## src/rtl/escape_pkg.sv

```systemverilog
// constants, register map and state codes for the command mode escape detector
// assumes a single 50 MHz system clock and a byte-wide receive stream on that clock
package escape_pkg;

  // ****************************************
  // timing
  // ****************************************
  localparam int CLK_PERIOD_NS = 20;
  localparam int MS_TICK_NS = 1_000_000;
  localparam int MS_CYCLES = MS_TICK_NS / CLK_PERIOD_NS;
  localparam int TENTH_MS = 100;

  // ****************************************
  // register offsets
  // ****************************************
  localparam logic [7:0] ADDR_ESC = 8'h00;
  localparam logic [7:0] ADDR_GUARD = 8'h04;
  localparam logic [7:0] ADDR_TMO = 8'h08;
  localparam logic [7:0] ADDR_MODE = 8'h0C;
  localparam logic [7:0] ADDR_CTRL = 8'h10;
  localparam logic [7:0] ADDR_STATUS = 8'h14;

  // ****************************************
  // fields and reset values
  // ****************************************
  localparam int CTRL_LEAVE_BIT = 0;
  localparam int CTRL_CMD_OK_BIT = 1;
  localparam int CTRL_FS_GO_BIT = 2;
  localparam int STAT_CMD_BIT = 0;
  localparam int STAT_BUSY_BIT = 1;
  localparam int STAT_FRAMED_BIT = 2;
  localparam int STAT_RANGE_BIT = 3;
  localparam int STAT_REPLY_BIT = 4;
  localparam int STAT_FAIL_BIT = 5;
  localparam logic [7:0] ESC_RESET = 8'h2B;
  localparam logic [10:0] GUARD_RESET = 11'h3E8;
  localparam logic [10:0] GUARD_MIN = 11'h002;
  localparam logic [10:0] GUARD_MAX = 11'h6D3;
  localparam logic [12:0] TMO_RESET = 13'h0064;
  localparam logic [12:0] TMO_MIN = 13'h0002;
  localparam logic [12:0] TMO_MAX = 13'h1770;
  localparam logic [1:0] MODE_RESET = 2'h0;

  // ****************************************
  // reply text layout
  // ****************************************
  localparam logic [3:0] REPLY_ERR_FIRST = 4'h0;
  localparam logic [3:0] REPLY_ERR_LAST = 4'h8;
  localparam logic [3:0] REPLY_OK_FIRST = 4'h9;
  localparam logic [3:0] REPLY_OK_LAST = 4'hB;

  typedef enum logic [2:0] {
    ST_WAIT = 3'b000,
    ST_READY = 3'b001,
    ST_GOT1 = 3'b011,
    ST_GOT2 = 3'b010,
    ST_GOT3 = 3'b110,
    ST_CMD = 3'b111
  } esc_state_t;

  function automatic logic in_range(input logic [15:0] v, input logic [15:0] lo,
                                    input logic [15:0] hi);
    in_range = (v >= lo) && (v <= hi);
  endfunction

endpackage

```

## src/rtl/ms_tick_gen.sv

```systemverilog
// millisecond and hundred-millisecond tick generator
// assumes clk_sys free running; ticks are one-cycle pulses
`timescale 1ns/100ps
module ms_tick_gen import escape_pkg::*; #(
  parameter int MS_CYCLES_P = MS_CYCLES,
  parameter int TENTH_P = TENTH_MS
) (
  input wire logic clk_sys,
  input wire logic resetn,
  output logic ms_tick,
  output logic tenth_tick
);
  localparam int DW = $clog2(MS_CYCLES_P);
  localparam int TW = $clog2(TENTH_P);

  logic [DW-1:0] div_reg;
  logic [TW-1:0] tenth_reg;

  // ****************************************
  // dividers
  // ****************************************
  always_ff @(posedge clk_sys or negedge resetn) begin
    if (!resetn) begin
      div_reg <= '0;
      ms_tick <= 1'b0;
    end else if (div_reg == DW'(MS_CYCLES_P - 1)) begin
      div_reg <= '0;
      ms_tick <= 1'b1;
    end else begin
      div_reg <= div_reg + 1'b1;
      ms_tick <= 1'b0;
    end
  end

  always_ff @(posedge clk_sys or negedge resetn) begin
    if (!resetn) begin
      tenth_reg <= '0;
      tenth_tick <= 1'b0;
    end else if (ms_tick && tenth_reg == TW'(TENTH_P - 1)) begin
      tenth_reg <= '0;
      tenth_tick <= 1'b1;
    end else begin
      if (ms_tick) begin
        tenth_reg <= tenth_reg + 1'b1;
      end
      tenth_tick <= 1'b0;
    end
  end
endmodule

```

## src/rtl/reply_rom.sv

```systemverilog
// constant text store for storage command replies, registered read data
// assumes the address is held until the data have been taken
`timescale 1ns/100ps
module reply_rom (
  input wire logic clk_sys,
  input wire logic resetn,
  input wire logic [3:0] addr,
  output logic [7:0] rdata
);
  function automatic logic [7:0] text_at(input logic [3:0] a);
    unique case (a)
      4'h0: text_at = 8'h45;
      4'h1: text_at = 8'h46;
      4'h2: text_at = 8'h53;
      4'h3: text_at = 8'h20;
      4'h4: text_at = 8'h66;
      4'h5: text_at = 8'h61;
      4'h6: text_at = 8'h69;
      4'h7: text_at = 8'h6C;
      4'h8: text_at = 8'h0D;
      4'h9: text_at = 8'h4F;
      4'hA: text_at = 8'h4B;
      4'hB: text_at = 8'h0D;
      default: text_at = 8'h00;
    endcase
  endfunction

  always_ff @(posedge clk_sys or negedge resetn) begin
    if (!resetn) begin
      rdata <= 8'h00;
    end else begin
      rdata <= text_at(addr);
    end
  end
endmodule

```

## src/rtl/command_mode_escape_detector.sv

```systemverilog
// escape sequence detector and command mode controller
// assumes rx bytes come from a receiver on clk_sys, and a storage engine answers fs_start
//
// Notes on behaviour
// RULE1 - the escape character is an 8-bit setting taking any value, 0x2B after reset.
// RULE2 - three escape characters in a row, all within one guard interval, are needed.
// RULE3 - the line must be silent for the guard interval before the first and after the third.
// RULE4 - the guard interval counts milliseconds, 0x2 to 0x6D3, default 0x3E8.
// RULE5 - command mode falls back to the earlier operation when no valid command comes in time.
// RULE6 - the inactivity timeout counts 100 ms units, 2 to 0x1770, default 0x64.
// RULE7 - the leave command exits command mode at once and commits all pending settings.
// RULE8 - the host should choose a printable escape character, though any byte works.
// RULE9 - storage commands run only in command mode and hold off other commands until done; a leave or timeout in the start cycle still exits command mode.
// RULE10 - a failed storage command answers with E, capitals, a space and text; success says OK.
// RULE11 - framed mode select zero means transparent operation, nonzero means framed operation.
// RULE12 - a wrong byte or a byte inside a silence interval abandons the sequence and restarts.
//
// The implementer's own choices: the strobed register port and the register addresses.
`timescale 1ns/100ps
module command_mode_escape_detector import escape_pkg::*; #(
  parameter int MS_CYCLES_P = MS_CYCLES
) (
  input wire logic clk_sys,
  input wire logic resetn,
  input wire logic rx_valid,
  input wire logic [7:0] rx_data,
  input wire logic [7:0] reg_addr,
  input wire logic [31:0] reg_wdata,
  input wire logic reg_wr,
  input wire logic reg_rd,
  output logic [31:0] reg_rdata,
  output logic pass_valid,
  output logic [7:0] pass_data,
  output logic cmd_rx_valid,
  output logic [7:0] cmd_rx_data,
  output logic cmd_mode,
  output logic framed_mode,
  output logic commit,
  output logic fs_start,
  input wire logic fs_done,
  input wire logic fs_ok,
  input wire logic reply_ready,
  output logic reply_valid,
  output logic [7:0] reply_data
);
  esc_state_t state_reg, state_next;
  logic ms_tick, tenth_tick;
  logic [7:0] esc_pend_reg, esc_act_reg;
  logic [10:0] guard_pend_reg, guard_act_reg;
  logic [12:0] tmo_pend_reg, tmo_act_reg;
  logic [1:0] mode_pend_reg, mode_act_reg;
  logic range_err_reg;
  logic [10:0] sil_cnt_reg;
  logic [12:0] tmo_cnt_reg;
  logic fs_busy_reg, fail_reg;
  logic rply_run_reg, rply_rdy_reg;
  logic [3:0] rply_addr_reg, rply_last_reg;
  logic [7:0] rom_data;
  logic [31:0] rdata_reg;
  logic pass_valid_reg, cmd_rx_valid_reg, cmd_mode_reg, framed_reg, commit_reg;
  logic [7:0] pass_data_reg;
  logic fs_start_reg, reply_valid_reg;
  logic [7:0] reply_data_reg;
  logic ctrl_wr, leave_go, cmd_ok_go, fs_go, esc_match, tmo_hit;

  // ****************************************
  // time base and reply text
  // ****************************************
  ms_tick_gen #(.MS_CYCLES_P(MS_CYCLES_P), .TENTH_P(TENTH_MS)) u_tick (
    .clk_sys(clk_sys),
    .resetn(resetn),
    .ms_tick(ms_tick),
    .tenth_tick(tenth_tick)
  );

  reply_rom u_rom (
    .clk_sys(clk_sys),
    .resetn(resetn),
    .addr(rply_addr_reg),
    .rdata(rom_data)
  );

  // ****************************************
  // command decode
  // ****************************************
  assign ctrl_wr = reg_wr && reg_addr == ADDR_CTRL;
  assign esc_match = rx_valid && rx_data == esc_act_reg;
  assign leave_go = ctrl_wr && reg_wdata[CTRL_LEAVE_BIT] && state_reg == ST_CMD && !fs_busy_reg; // RULE9
  assign cmd_ok_go = ctrl_wr && reg_wdata[CTRL_CMD_OK_BIT] && state_reg == ST_CMD && !fs_busy_reg;
  assign fs_go = ctrl_wr && reg_wdata[CTRL_FS_GO_BIT] && state_reg == ST_CMD && !fs_busy_reg; // RULE9
  assign tmo_hit = state_reg == ST_CMD && !fs_busy_reg && tmo_cnt_reg >= tmo_act_reg; // RULE5

  // ****************************************
  // settings, pending and active
  // ****************************************
  always_ff @(posedge clk_sys or negedge resetn) begin
    if (!resetn) begin
      esc_pend_reg <= ESC_RESET; // RULE1
      guard_pend_reg <= GUARD_RESET;
      tmo_pend_reg <= TMO_RESET;
      mode_pend_reg <= MODE_RESET;
      range_err_reg <= 1'b0;
    end else begin
      if (reg_wr && reg_addr == ADDR_ESC) begin
        esc_pend_reg <= reg_wdata[7:0]; // RULE1 RULE8
      end
      if (reg_wr && reg_addr == ADDR_MODE) begin
        mode_pend_reg <= reg_wdata[1:0];
      end
      if (reg_wr && reg_addr == ADDR_GUARD) begin
        if (in_range(reg_wdata[15:0], {5'h00, GUARD_MIN}, {5'h00, GUARD_MAX})) begin
          guard_pend_reg <= reg_wdata[10:0]; // RULE4
        end
      end
      if (reg_wr && reg_addr == ADDR_TMO) begin
        if (in_range(reg_wdata[15:0], {3'h0, TMO_MIN}, {3'h0, TMO_MAX})) begin
          tmo_pend_reg <= reg_wdata[12:0]; // RULE6
        end
      end
      if (reg_wr && reg_addr == ADDR_GUARD && reg_wdata[31:16] == 16'h0000 &&
          in_range(reg_wdata[15:0], {5'h00, GUARD_MIN}, {5'h00, GUARD_MAX})) begin
        range_err_reg <= range_err_reg;
      end else if ((reg_wr && reg_addr == ADDR_GUARD) || (reg_wr && reg_addr == ADDR_TMO &&
          !in_range(reg_wdata[15:0], {3'h0, TMO_MIN}, {3'h0, TMO_MAX}))) begin
        range_err_reg <= 1'b1;
      end else if (reg_rd && reg_addr == ADDR_STATUS) begin
        range_err_reg <= 1'b0;
      end
    end
  end

  always_ff @(posedge clk_sys or negedge resetn) begin
    if (!resetn) begin
      esc_act_reg <= ESC_RESET;
      guard_act_reg <= GUARD_RESET;
      tmo_act_reg <= TMO_RESET;
      mode_act_reg <= MODE_RESET;
    end else if (leave_go) begin
      esc_act_reg <= esc_pend_reg; // RULE7
      guard_act_reg <= guard_pend_reg;
      tmo_act_reg <= tmo_pend_reg;
      mode_act_reg <= mode_pend_reg;
    end
  end

  // ****************************************
  // escape sequence state machine
  // ****************************************
  always_comb begin
    state_next = state_reg;
    unique case (state_reg)
      ST_WAIT: begin
        if (!rx_valid && sil_cnt_reg >= guard_act_reg) begin
          state_next = ST_READY; // RULE3
        end
      end
      ST_READY: begin
        if (rx_valid) begin
          state_next = esc_match ? ST_GOT1 : ST_WAIT; // RULE12
        end
      end
      ST_GOT1: begin
        if (rx_valid) begin
          state_next = esc_match ? ST_GOT2 : ST_WAIT; // RULE2 RULE12
        end else if (sil_cnt_reg >= guard_act_reg) begin
          state_next = ST_WAIT;
        end
      end
      ST_GOT2: begin
        if (esc_match && sil_cnt_reg < guard_act_reg) begin
          state_next = ST_GOT3; // RULE2
        end else if (rx_valid || sil_cnt_reg >= guard_act_reg) begin
          state_next = ST_WAIT; // RULE12
        end
      end
      ST_GOT3: begin
        if (rx_valid) begin
          state_next = ST_WAIT; // RULE12
        end else if (sil_cnt_reg >= guard_act_reg) begin
          state_next = ST_CMD; // RULE3
        end
      end
      ST_CMD: begin
        if (leave_go || tmo_hit) begin
          state_next = ST_WAIT; // RULE5 RULE7
        end
      end
      default: state_next = ST_WAIT;
    endcase
  end

  always_ff @(posedge clk_sys or negedge resetn) begin
    if (!resetn) begin
      state_reg <= ST_WAIT;
    end else begin
      state_reg <= state_next;
    end
  end

  // ****************************************
  // silence and inactivity counters
  // ****************************************
  always_ff @(posedge clk_sys or negedge resetn) begin
    if (!resetn) begin
      sil_cnt_reg <= '0;
    end else if (rx_valid && !(state_reg == ST_GOT1 && esc_match)) begin
      sil_cnt_reg <= '0; // RULE12
    end else if (ms_tick && sil_cnt_reg != 11'h7FF) begin
      sil_cnt_reg <= sil_cnt_reg + 11'h001; // RULE4
    end
  end

  always_ff @(posedge clk_sys or negedge resetn) begin
    if (!resetn) begin
      tmo_cnt_reg <= '0;
    end else if (state_reg != ST_CMD || cmd_ok_go || fs_go || fs_busy_reg) begin
      tmo_cnt_reg <= '0;
    end else if (tenth_tick && tmo_cnt_reg != 13'h1FFF) begin
      tmo_cnt_reg <= tmo_cnt_reg + 13'h0001; // RULE6
    end
  end

  // ****************************************
  // data steering and mode outputs
  // ****************************************
  always_ff @(posedge clk_sys or negedge resetn) begin
    if (!resetn) begin
      pass_valid_reg <= 1'b0;
      pass_data_reg <= 8'h00;
      cmd_rx_valid_reg <= 1'b0;
      cmd_mode_reg <= 1'b0;
      framed_reg <= 1'b0;
      commit_reg <= 1'b0;
    end else begin
      pass_valid_reg <= rx_valid && state_reg != ST_CMD;
      cmd_rx_valid_reg <= rx_valid && state_reg == ST_CMD && !fs_busy_reg; // RULE9
      if (rx_valid) begin
        pass_data_reg <= rx_data;
      end
      cmd_mode_reg <= state_next == ST_CMD;
      framed_reg <= mode_act_reg != 2'h0; // RULE11
      commit_reg <= leave_go; // RULE7
    end
  end

  // ****************************************
  // storage commands and replies
  // ****************************************
  always_ff @(posedge clk_sys or negedge resetn) begin
    if (!resetn) begin
      fs_busy_reg <= 1'b0;
      fs_start_reg <= 1'b0;
      fail_reg <= 1'b0;
    end else begin
      fs_start_reg <= fs_go; // RULE9
      if (fs_go) begin
        fs_busy_reg <= 1'b1;
      end else if (fs_done && fs_busy_reg && !rply_run_reg) begin
        fs_busy_reg <= 1'b1;
      end
      if (fs_busy_reg && rply_run_reg && rply_addr_reg == rply_last_reg && rply_rdy_reg &&
          (!reply_valid_reg || reply_ready)) begin
        fs_busy_reg <= 1'b0; // RULE9
      end
      if (fs_done && fs_busy_reg && !rply_run_reg) begin
        fail_reg <= !fs_ok;
      end
    end
  end

  always_ff @(posedge clk_sys or negedge resetn) begin
    if (!resetn) begin
      rply_run_reg <= 1'b0;
      rply_rdy_reg <= 1'b0;
      rply_addr_reg <= REPLY_ERR_FIRST;
      rply_last_reg <= REPLY_ERR_LAST;
      reply_valid_reg <= 1'b0;
      reply_data_reg <= 8'h00;
    end else begin
      if (reply_valid_reg && reply_ready) begin
        reply_valid_reg <= 1'b0;
      end
      if (fs_done && fs_busy_reg && !rply_run_reg) begin
        rply_run_reg <= 1'b1;
        rply_rdy_reg <= 1'b0;
        rply_addr_reg <= fs_ok ? REPLY_OK_FIRST : REPLY_ERR_FIRST; // RULE10
        rply_last_reg <= fs_ok ? REPLY_OK_LAST : REPLY_ERR_LAST;
      end else if (rply_run_reg && !rply_rdy_reg) begin
        rply_rdy_reg <= 1'b1;
      end else if (rply_run_reg && (!reply_valid_reg || reply_ready)) begin
        reply_valid_reg <= 1'b1;
        reply_data_reg <= rom_data; // RULE10
        rply_rdy_reg <= 1'b0;
        if (rply_addr_reg == rply_last_reg) begin
          rply_run_reg <= 1'b0;
        end else begin
          rply_addr_reg <= rply_addr_reg + 4'h1;
        end
      end
    end
  end

  // ****************************************
  // register read port
  // ****************************************
  always_ff @(posedge clk_sys or negedge resetn) begin
    if (!resetn) begin
      rdata_reg <= 32'h0000_0000;
    end else if (reg_rd) begin
      unique case (reg_addr)
        ADDR_ESC: rdata_reg <= {24'h000000, esc_pend_reg};
        ADDR_GUARD: rdata_reg <= {21'h0, guard_pend_reg};
        ADDR_TMO: rdata_reg <= {19'h0, tmo_pend_reg};
        ADDR_MODE: rdata_reg <= {30'h0, mode_pend_reg};
        ADDR_STATUS: rdata_reg <= {26'h0, fail_reg, rply_run_reg, range_err_reg,
                                   framed_reg, fs_busy_reg, cmd_mode_reg};
        default: rdata_reg <= 32'h0000_0000;
      endcase
    end else begin
      rdata_reg <= 32'h0000_0000;
    end
  end

  assign reg_rdata = rdata_reg;
  assign pass_valid = pass_valid_reg;
  assign pass_data = pass_data_reg;
  assign cmd_rx_valid = cmd_rx_valid_reg;
  assign cmd_rx_data = pass_data_reg;
  assign cmd_mode = cmd_mode_reg;
  assign framed_mode = framed_reg;
  assign commit = commit_reg;
  assign fs_start = fs_start_reg;
  assign reply_valid = reply_valid_reg;
  assign reply_data = reply_data_reg;
endmodule

```

## config.mk

```make
export PLATFORM = sky130hd
export DESIGN_NAME = command_mode_escape_detector
export DESIGN_NICKNAME = d
export VERILOG_FILES = /design/src/rtl/escape_pkg.sv /design/src/rtl/ms_tick_gen.sv /design/src/rtl/reply_rom.sv /design/src/rtl/command_mode_escape_detector.sv
export SDC_FILE = /design/constraint.sdc
export NUM_CORES = 1
export LEC_CHECK = 0
export ABC_AREA = 1
export BUFFER_PORTS_ARGS = -buffer_cell sky130_fd_sc_hd__clkbuf_2
export CORE_ASPECT_RATIO = 0.8
export CORE_MARGIN = 4
export CORE_UTILIZATION = 60
export CTS_CLUSTER_SIZE = 12
export DETAILED_ROUTE_END_ITERATION = 16
export PLACE_DENSITY = 0.78
export SLEW_MARGIN = 20
export SYNTH_ARGS = -nofsm -noshare
export SYNTH_HDL_FRONTEND = slang
export SYNTH_SLANG_ARGS = --single-unit
```

## constraint.sdc

```tcl
create_clock -name clk_sys -period 3.2 [get_ports clk_sys]
set_input_delay 0.64 -clock clk_sys [delete_from_list [all_inputs] [get_ports clk_sys]]
set_output_delay 0.64 -clock clk_sys [all_outputs]
set_load 0.03 [all_outputs]
```

* Word level (Yosys, flattened, before mapping)
Memories as Yosys holds them, arrays and structs flattened. A register that Yosys moved wholly into a read port is not among the register bits.
Cells that the tools add are included.
** Storage, ports and cells
- Bits in registers :: 196
- ROM bits :: 112
- Input port bits :: 56
- Output and inout port bits :: 63
- Word-level logic and storage cells :: 189
- Memories kept :: 1
** Memory list
- (no name shown) :: words 16, width 7, rd ports 1, clocked after memory_dff 1, wr ports 0, RTL line reply_rom.sv:11 : unique case (a)
** Operators by class
- Add/subtract/negate cells :: 5
- Order comparisons :: 6
- Equality and inequality tests :: 20
- Multiplexer cells :: 45
- Bitwise operators :: 3
- Reduce and logical (&&, ||, !) cells :: 76
** Operators with widths (number)
- one-hot mux 13 bit (5 select lines) :: 1
- logical AND 1 bit :: 42
- two-way mux 32 bit :: 1
- two-way mux 3 bit :: 9
- two-way mux 13 bit :: 2
- two-way mux 11 bit :: 2
- two-way mux 4 bit :: 5
- two-way mux 1 bit :: 18
- one-hot mux 3 bit (6 select lines) :: 1
- adder 16 x 1 -> 16 bit (second input constant) :: 1
- equality test 16 bit (second input constant) :: 1
- equality test 8 x 4 -> 1 bit (second input constant) :: 2
- equality test 8 x 5 -> 1 bit (second input constant) :: 2
- >= comparator 16 x 2 -> 1 bit (second input constant) :: 1
- <= comparator 16 x 11 -> 1 bit (second input constant) :: 1
- <= comparator 16 x 13 -> 1 bit (second input constant) :: 1
- zero test 16 bit :: 1
- two-way mux 16 bit :: 1
- two-way mux 7 bit :: 2
- nonzero test 2 bit :: 7
- adder 13 x 1 -> 13 bit (second input constant) :: 1
- >= comparator 13 bit :: 1
- inequality test 13 bit (second input constant) :: 1
- adder 11 x 1 -> 11 bit (second input constant) :: 1
- other kinds (23) :: 50

* Depth between registers and ports, before layout
- Depth in word-level cells :: 9
- Gate-level depth with buffers :: 13
- Depth with buffers taken out :: 13

* Hierarchy
A second synthesis with hierarchy kept.
** Second synthesis, totals
- Cell total of the unflattened synthesis :: 1142
- Area total of the unflattened synthesis :: 9246.4 um2
** Modules (own cells, without submodules)
- command_mode_escape_detector :: instances 1, cells an instance 932, area each 7582.3 um2, sequential area each 3560.9 um2
- ms_tick_gen :: instances 1, cells an instance 169, area each 1306.3 um2, sequential area each 625.6 um2
- reply_rom :: instances 1, cells an instance 41, area each 357.8 um2, sequential area each 175.2 um2

* Worst setup path before layout
No wires, ideal clock.
- Path kind :: input to register
- Start point :: in reg_addr[7]
- End point :: reg esc_act_reg[6]
- Arrival time :: 1637 ps
- Required time :: 3083 ps
- Setup slack :: 1446 ps
- Stages :: 8
- Buffers on the path :: 2
- Cells stage by stage :: nor2_2 -> nand3_1 -> nor3_4 -> nand2_4 -> buf_6 -> buf_6 -> nand2_2 -> o21ai_2
** On the way
- Word-level cells in the longest chain between the ends :: 5
** Ends and longest elaborated chain
- start, declared :: RTL line command_mode_escape_detector.sv:27 : input wire logic [7:0] reg_addr,
- equality test 8 x 5 -> 1 bit :: RTL line command_mode_escape_detector.sv:86 : assign ctrl_wr = reg_wr && reg_addr == ADDR_CTRL;
- logical AND 1 bit :: RTL line command_mode_escape_detector.sv:86
- logical AND 1 bit (3 in a row) :: RTL line command_mode_escape_detector.sv:88 : assign leave_go = ctrl_wr && reg_wdata[CTRL_LEAVE_BIT] && state_reg == ST_CMD && !fs_busy_reg;
- end signal, assigned :: RTL line command_mode_escape_detector.sv:139 : esc_act_reg <= esc_pend_reg;
- end, declared :: RTL line command_mode_escape_detector.sv:48 : logic [7:0] esc_pend_reg, esc_act_reg;
No other way between the ends.
A chain may end at the register's enable or synchronous reset.

* Final worst setup path
- Start point :: reg guard_act_reg[9]
- End point :: reg state_reg[1]
** On the way
- Word-level cells in the longest chain between the ends :: 5
** Ends and longest elaborated chain
- start, declared :: RTL line command_mode_escape_detector.sv:49 : logic [10:0] guard_pend_reg, guard_act_reg;
- start signal, assigned :: RTL line command_mode_escape_detector.sv:140 : guard_act_reg <= guard_pend_reg;
- >= comparator 11 bit
- logical OR 1 bit :: RTL line command_mode_escape_detector.sv:172 : end else if (rx_valid || sil_cnt_reg >= guard_act_reg) begin
- two-way mux 3 bit :: RTL line command_mode_escape_detector.sv:172
- two-way mux 3 bit :: RTL line command_mode_escape_detector.sv:170 : if (esc_match && sil_cnt_reg < guard_act_reg) begin
- one-hot mux 3 bit (6 select lines) (*) :: RTL line command_mode_escape_detector.sv:151 : unique case (state_reg)
- via state_next[1] :: RTL line command_mode_escape_detector.sv:46 : esc_state_t state_reg, state_next;
- end signal, assigned :: RTL line command_mode_escape_detector.sv:196 : state_reg <= state_next;
- end, declared :: RTL line command_mode_escape_detector.sv:46
The timed path passes the listed nets; every way through them passes the cells marked *.

==> metrics <==
Buffers on Ports 98; I/O pin total 119; min Tclk post-route 1.96 ns; Mapped Avg Cell Area 8.46 sq um; Slew Limit Fails 0; Clock Latency Late Sink 0.43 ns; slowest stage delay, CP ~0.55 ns; Slowest-stage cell, CP dfstp_2; critical path startpoint category register; max cap viols 0; sequential element share of the synthesized area 0.467; met1 WL 9980 um; RSZ-0062 raised after global routing no; max reg flops 16; diode count 0; met3 routed WL 1380 um; core area 15,100 sq um; r2r setup slk 1.24 ns; number of global-route vias before repair between 7,000 and 8,000; NumNets Final around 1,300; hold_buf cts 0; routed wire length per instance 14.8 um; drt drc 0; Worst setup EP type register; routed vias 7,479; area leader, netlist dfrtp_1; Chip Height 119 um; Antenna Violating Nets Remaining 0; max_slew headroom 0.568; total grt overflow 0; Synth top area share 0.394; Hold WS 0.176 ns; die area 17,500 sq um; Fill cells 1,228; HPWL Detailed around 16,000 um; Post-synth EDFFs 0; Yosys cell types 55; Fin. Hold Viols 0; # setup viols final 0; clock buffer depth 2; crit-path max FO 3; Initial Utilization 0.616; met2 WL 9270 um; initial antenna violation count 0; total global routing track utilization 0.248; arrival time at the worst endpoint 2.27 ns; Worst Tran Pin Value between 0.6 and 0.7 ns; Placement Cell Area 9810 sq um; layout cells sized above 1 0.221; CTS tree done; multi-input logic area 4010 sq um; Max VDD drop 441 uV; Total Routed Length 20,900 um; CTS resizes 0; Seq cells post-synth 172; Pleak 5.22 nW; synth top area cells dfrtp_1, nand2_1, dfstp_2, inv_1, ha_1; initial DRC count 650; Synth async-reset ratio 1.00; Layout Skew 0.00795 ns; Vias/cell 5.28; Mapped Cells 1,097; top-count cell post-synth nand2_1; TritonRoute pass-1 iters 5; row cnt 40; Post-Syn Area 9280 sq um; Post-synth top flop dfrtp_1; Layout area overhead 12.3%; largest net degree at the start of global routing 72; Synth top cells by count nand2_1, inv_1, dfrtp_1; clk root buf clkbuf_16; Num CTS Buffers 17; Crit path top cell by count nand2_1; Ys Warns 0; Fmax 511 MHz; pre-CTS setup slack 0.899 ns; first-pass GRT wire length between 30,000 and 40,000 um; Num Clock Sinks 172; Clock transition at path regs around 0.070 ns; crit path kind reg2reg; CTS H-Tree Depth 4; critical path required time roughly 3.5 ns; Setup TNS 0 ns; chip width 147 um; status finished clean; fin area 10,400 sq um; Final period util 0.612; top sig layer met4; P per Cell Area 516 nW/um^2; Post-CTS Setup Bufs 0; GPL Wtd Cong 0.899; critical-path cell list inv_1 -> ha_1 -> nand2_1 -> nor2_1 -> and2_1 -> nand2_1 -> nand4_1 -> nand2_1 -> nand2_1 -> nand2_1 -> nand2_1 -> nand3_1; setup slack after layout 1.24 ns; FF/Latch Area 4340 sq um; worst hold path class in2async
[routing by layer]
metal  vias to the layer above  GRT usage
met2                       263      0.377
met3                        34     0.0445
met1                      3533      0.367
li1                       3649          -
met4                         0     0.0739
met5                         -          0
[cells in the final DEF (no fill, tap or decap), types with 9 or more instances in the layout]
cell type	count
nor3_1	21
nand4_1	21
inv_1	161
clkbuf_16	17
nor4_1	11
nand3_1	44
nand2_2	21
xor2_1	17
dfrtp_1	146
o21ai_2	41
clkbuf_2	97
dfstp_2	26
ha_1	34
a21oi_1	23
nor2_1	83
inv_2	12
o21ai_0	46
nand2_1	264
conb_1	20
o22ai_1	9
[critical path: cells and delay by family (launching register included)]
| family | cells | cell delay, ns |
|---|---|---|
| flops | 1 | 0.55 |
| simple gates | 10 | 0.92 |
| buf+inv | 1 | 0.07 |
| fa+ha+maj | 1 | 0.28 |
[logic make-up after synthesis]
| kind of cell | count (synthesis) | synth area share |
|---|---|---|
| adders and majority gates | 34 | 0.0458 |
| DFF | 172 | 0.467 |
| and+or+nand+nor | 500 | 0.250 |
| other | 1 | 0.000404 |
| xor gates and xnor gates | 24 | 0.0227 |
| buffers and inverters | 219 | 0.108 |
| AOI/OAI and AO/OA | 147 | 0.106 |
[stage by stage]
step,utilization,power [W],std cells
2_1_floorplan,-,0.00302,1116
3_3_place_gp,0.651,0.00326,1384
3_5_place_dp,0.651,0.00329,1384
4_1_cts,0.692,0.00540,1416
5_1_grt,0.692,0.00561,1416
6_report,0.692,0.00537,1416
[final timing paths]
| path | startpoint | to | depth (start not counted) |
|---|---|---|---|
| setup / recovery | guard_act_reg[9] | state_reg[1] | 12 |
| hold / removal | resetn | u_tick.div_reg[5] | 1 |
| setup reg to reg | guard_act_reg[9] | state_reg[1] | 12 |
| hold reg to reg | u_rom.rdata[2] | reply_data[2] | 2 |
| max in group asynchronous | resetn | sil_cnt_reg[10] | 2 |
| min in group clk_sys | reply_ready | reply_valid | 2 |
[report_power, final]
| group | total (W) | internal (W) | leakage, nW | switching (W) |
|---|---|---|---|---|
| clock network | 0.00212 | 0.00118 | 0.298 | 0.000942 |
| logic | 0.000792 | 0.000230 | 2.71 | 0.000563 |
| registers | 0.00246 | 0.00234 | 2.21 | 0.000116 |
| total | 0.00537 | 0.00375 | 5.22 | 0.00162 |
[final cells by class]
class,instances,share of cell area
Sequential cell,172,0.416
Multi-Input combinational cell,725,0.385
Inverter,175,0.0632
Timing Repair Buffer,102,0.0518
Clock buffer,17,0.0408
Tap cell,210,0.0252
Clock inverter,15,0.0178
Note: power is estimated with default switching activity, not from simulation.
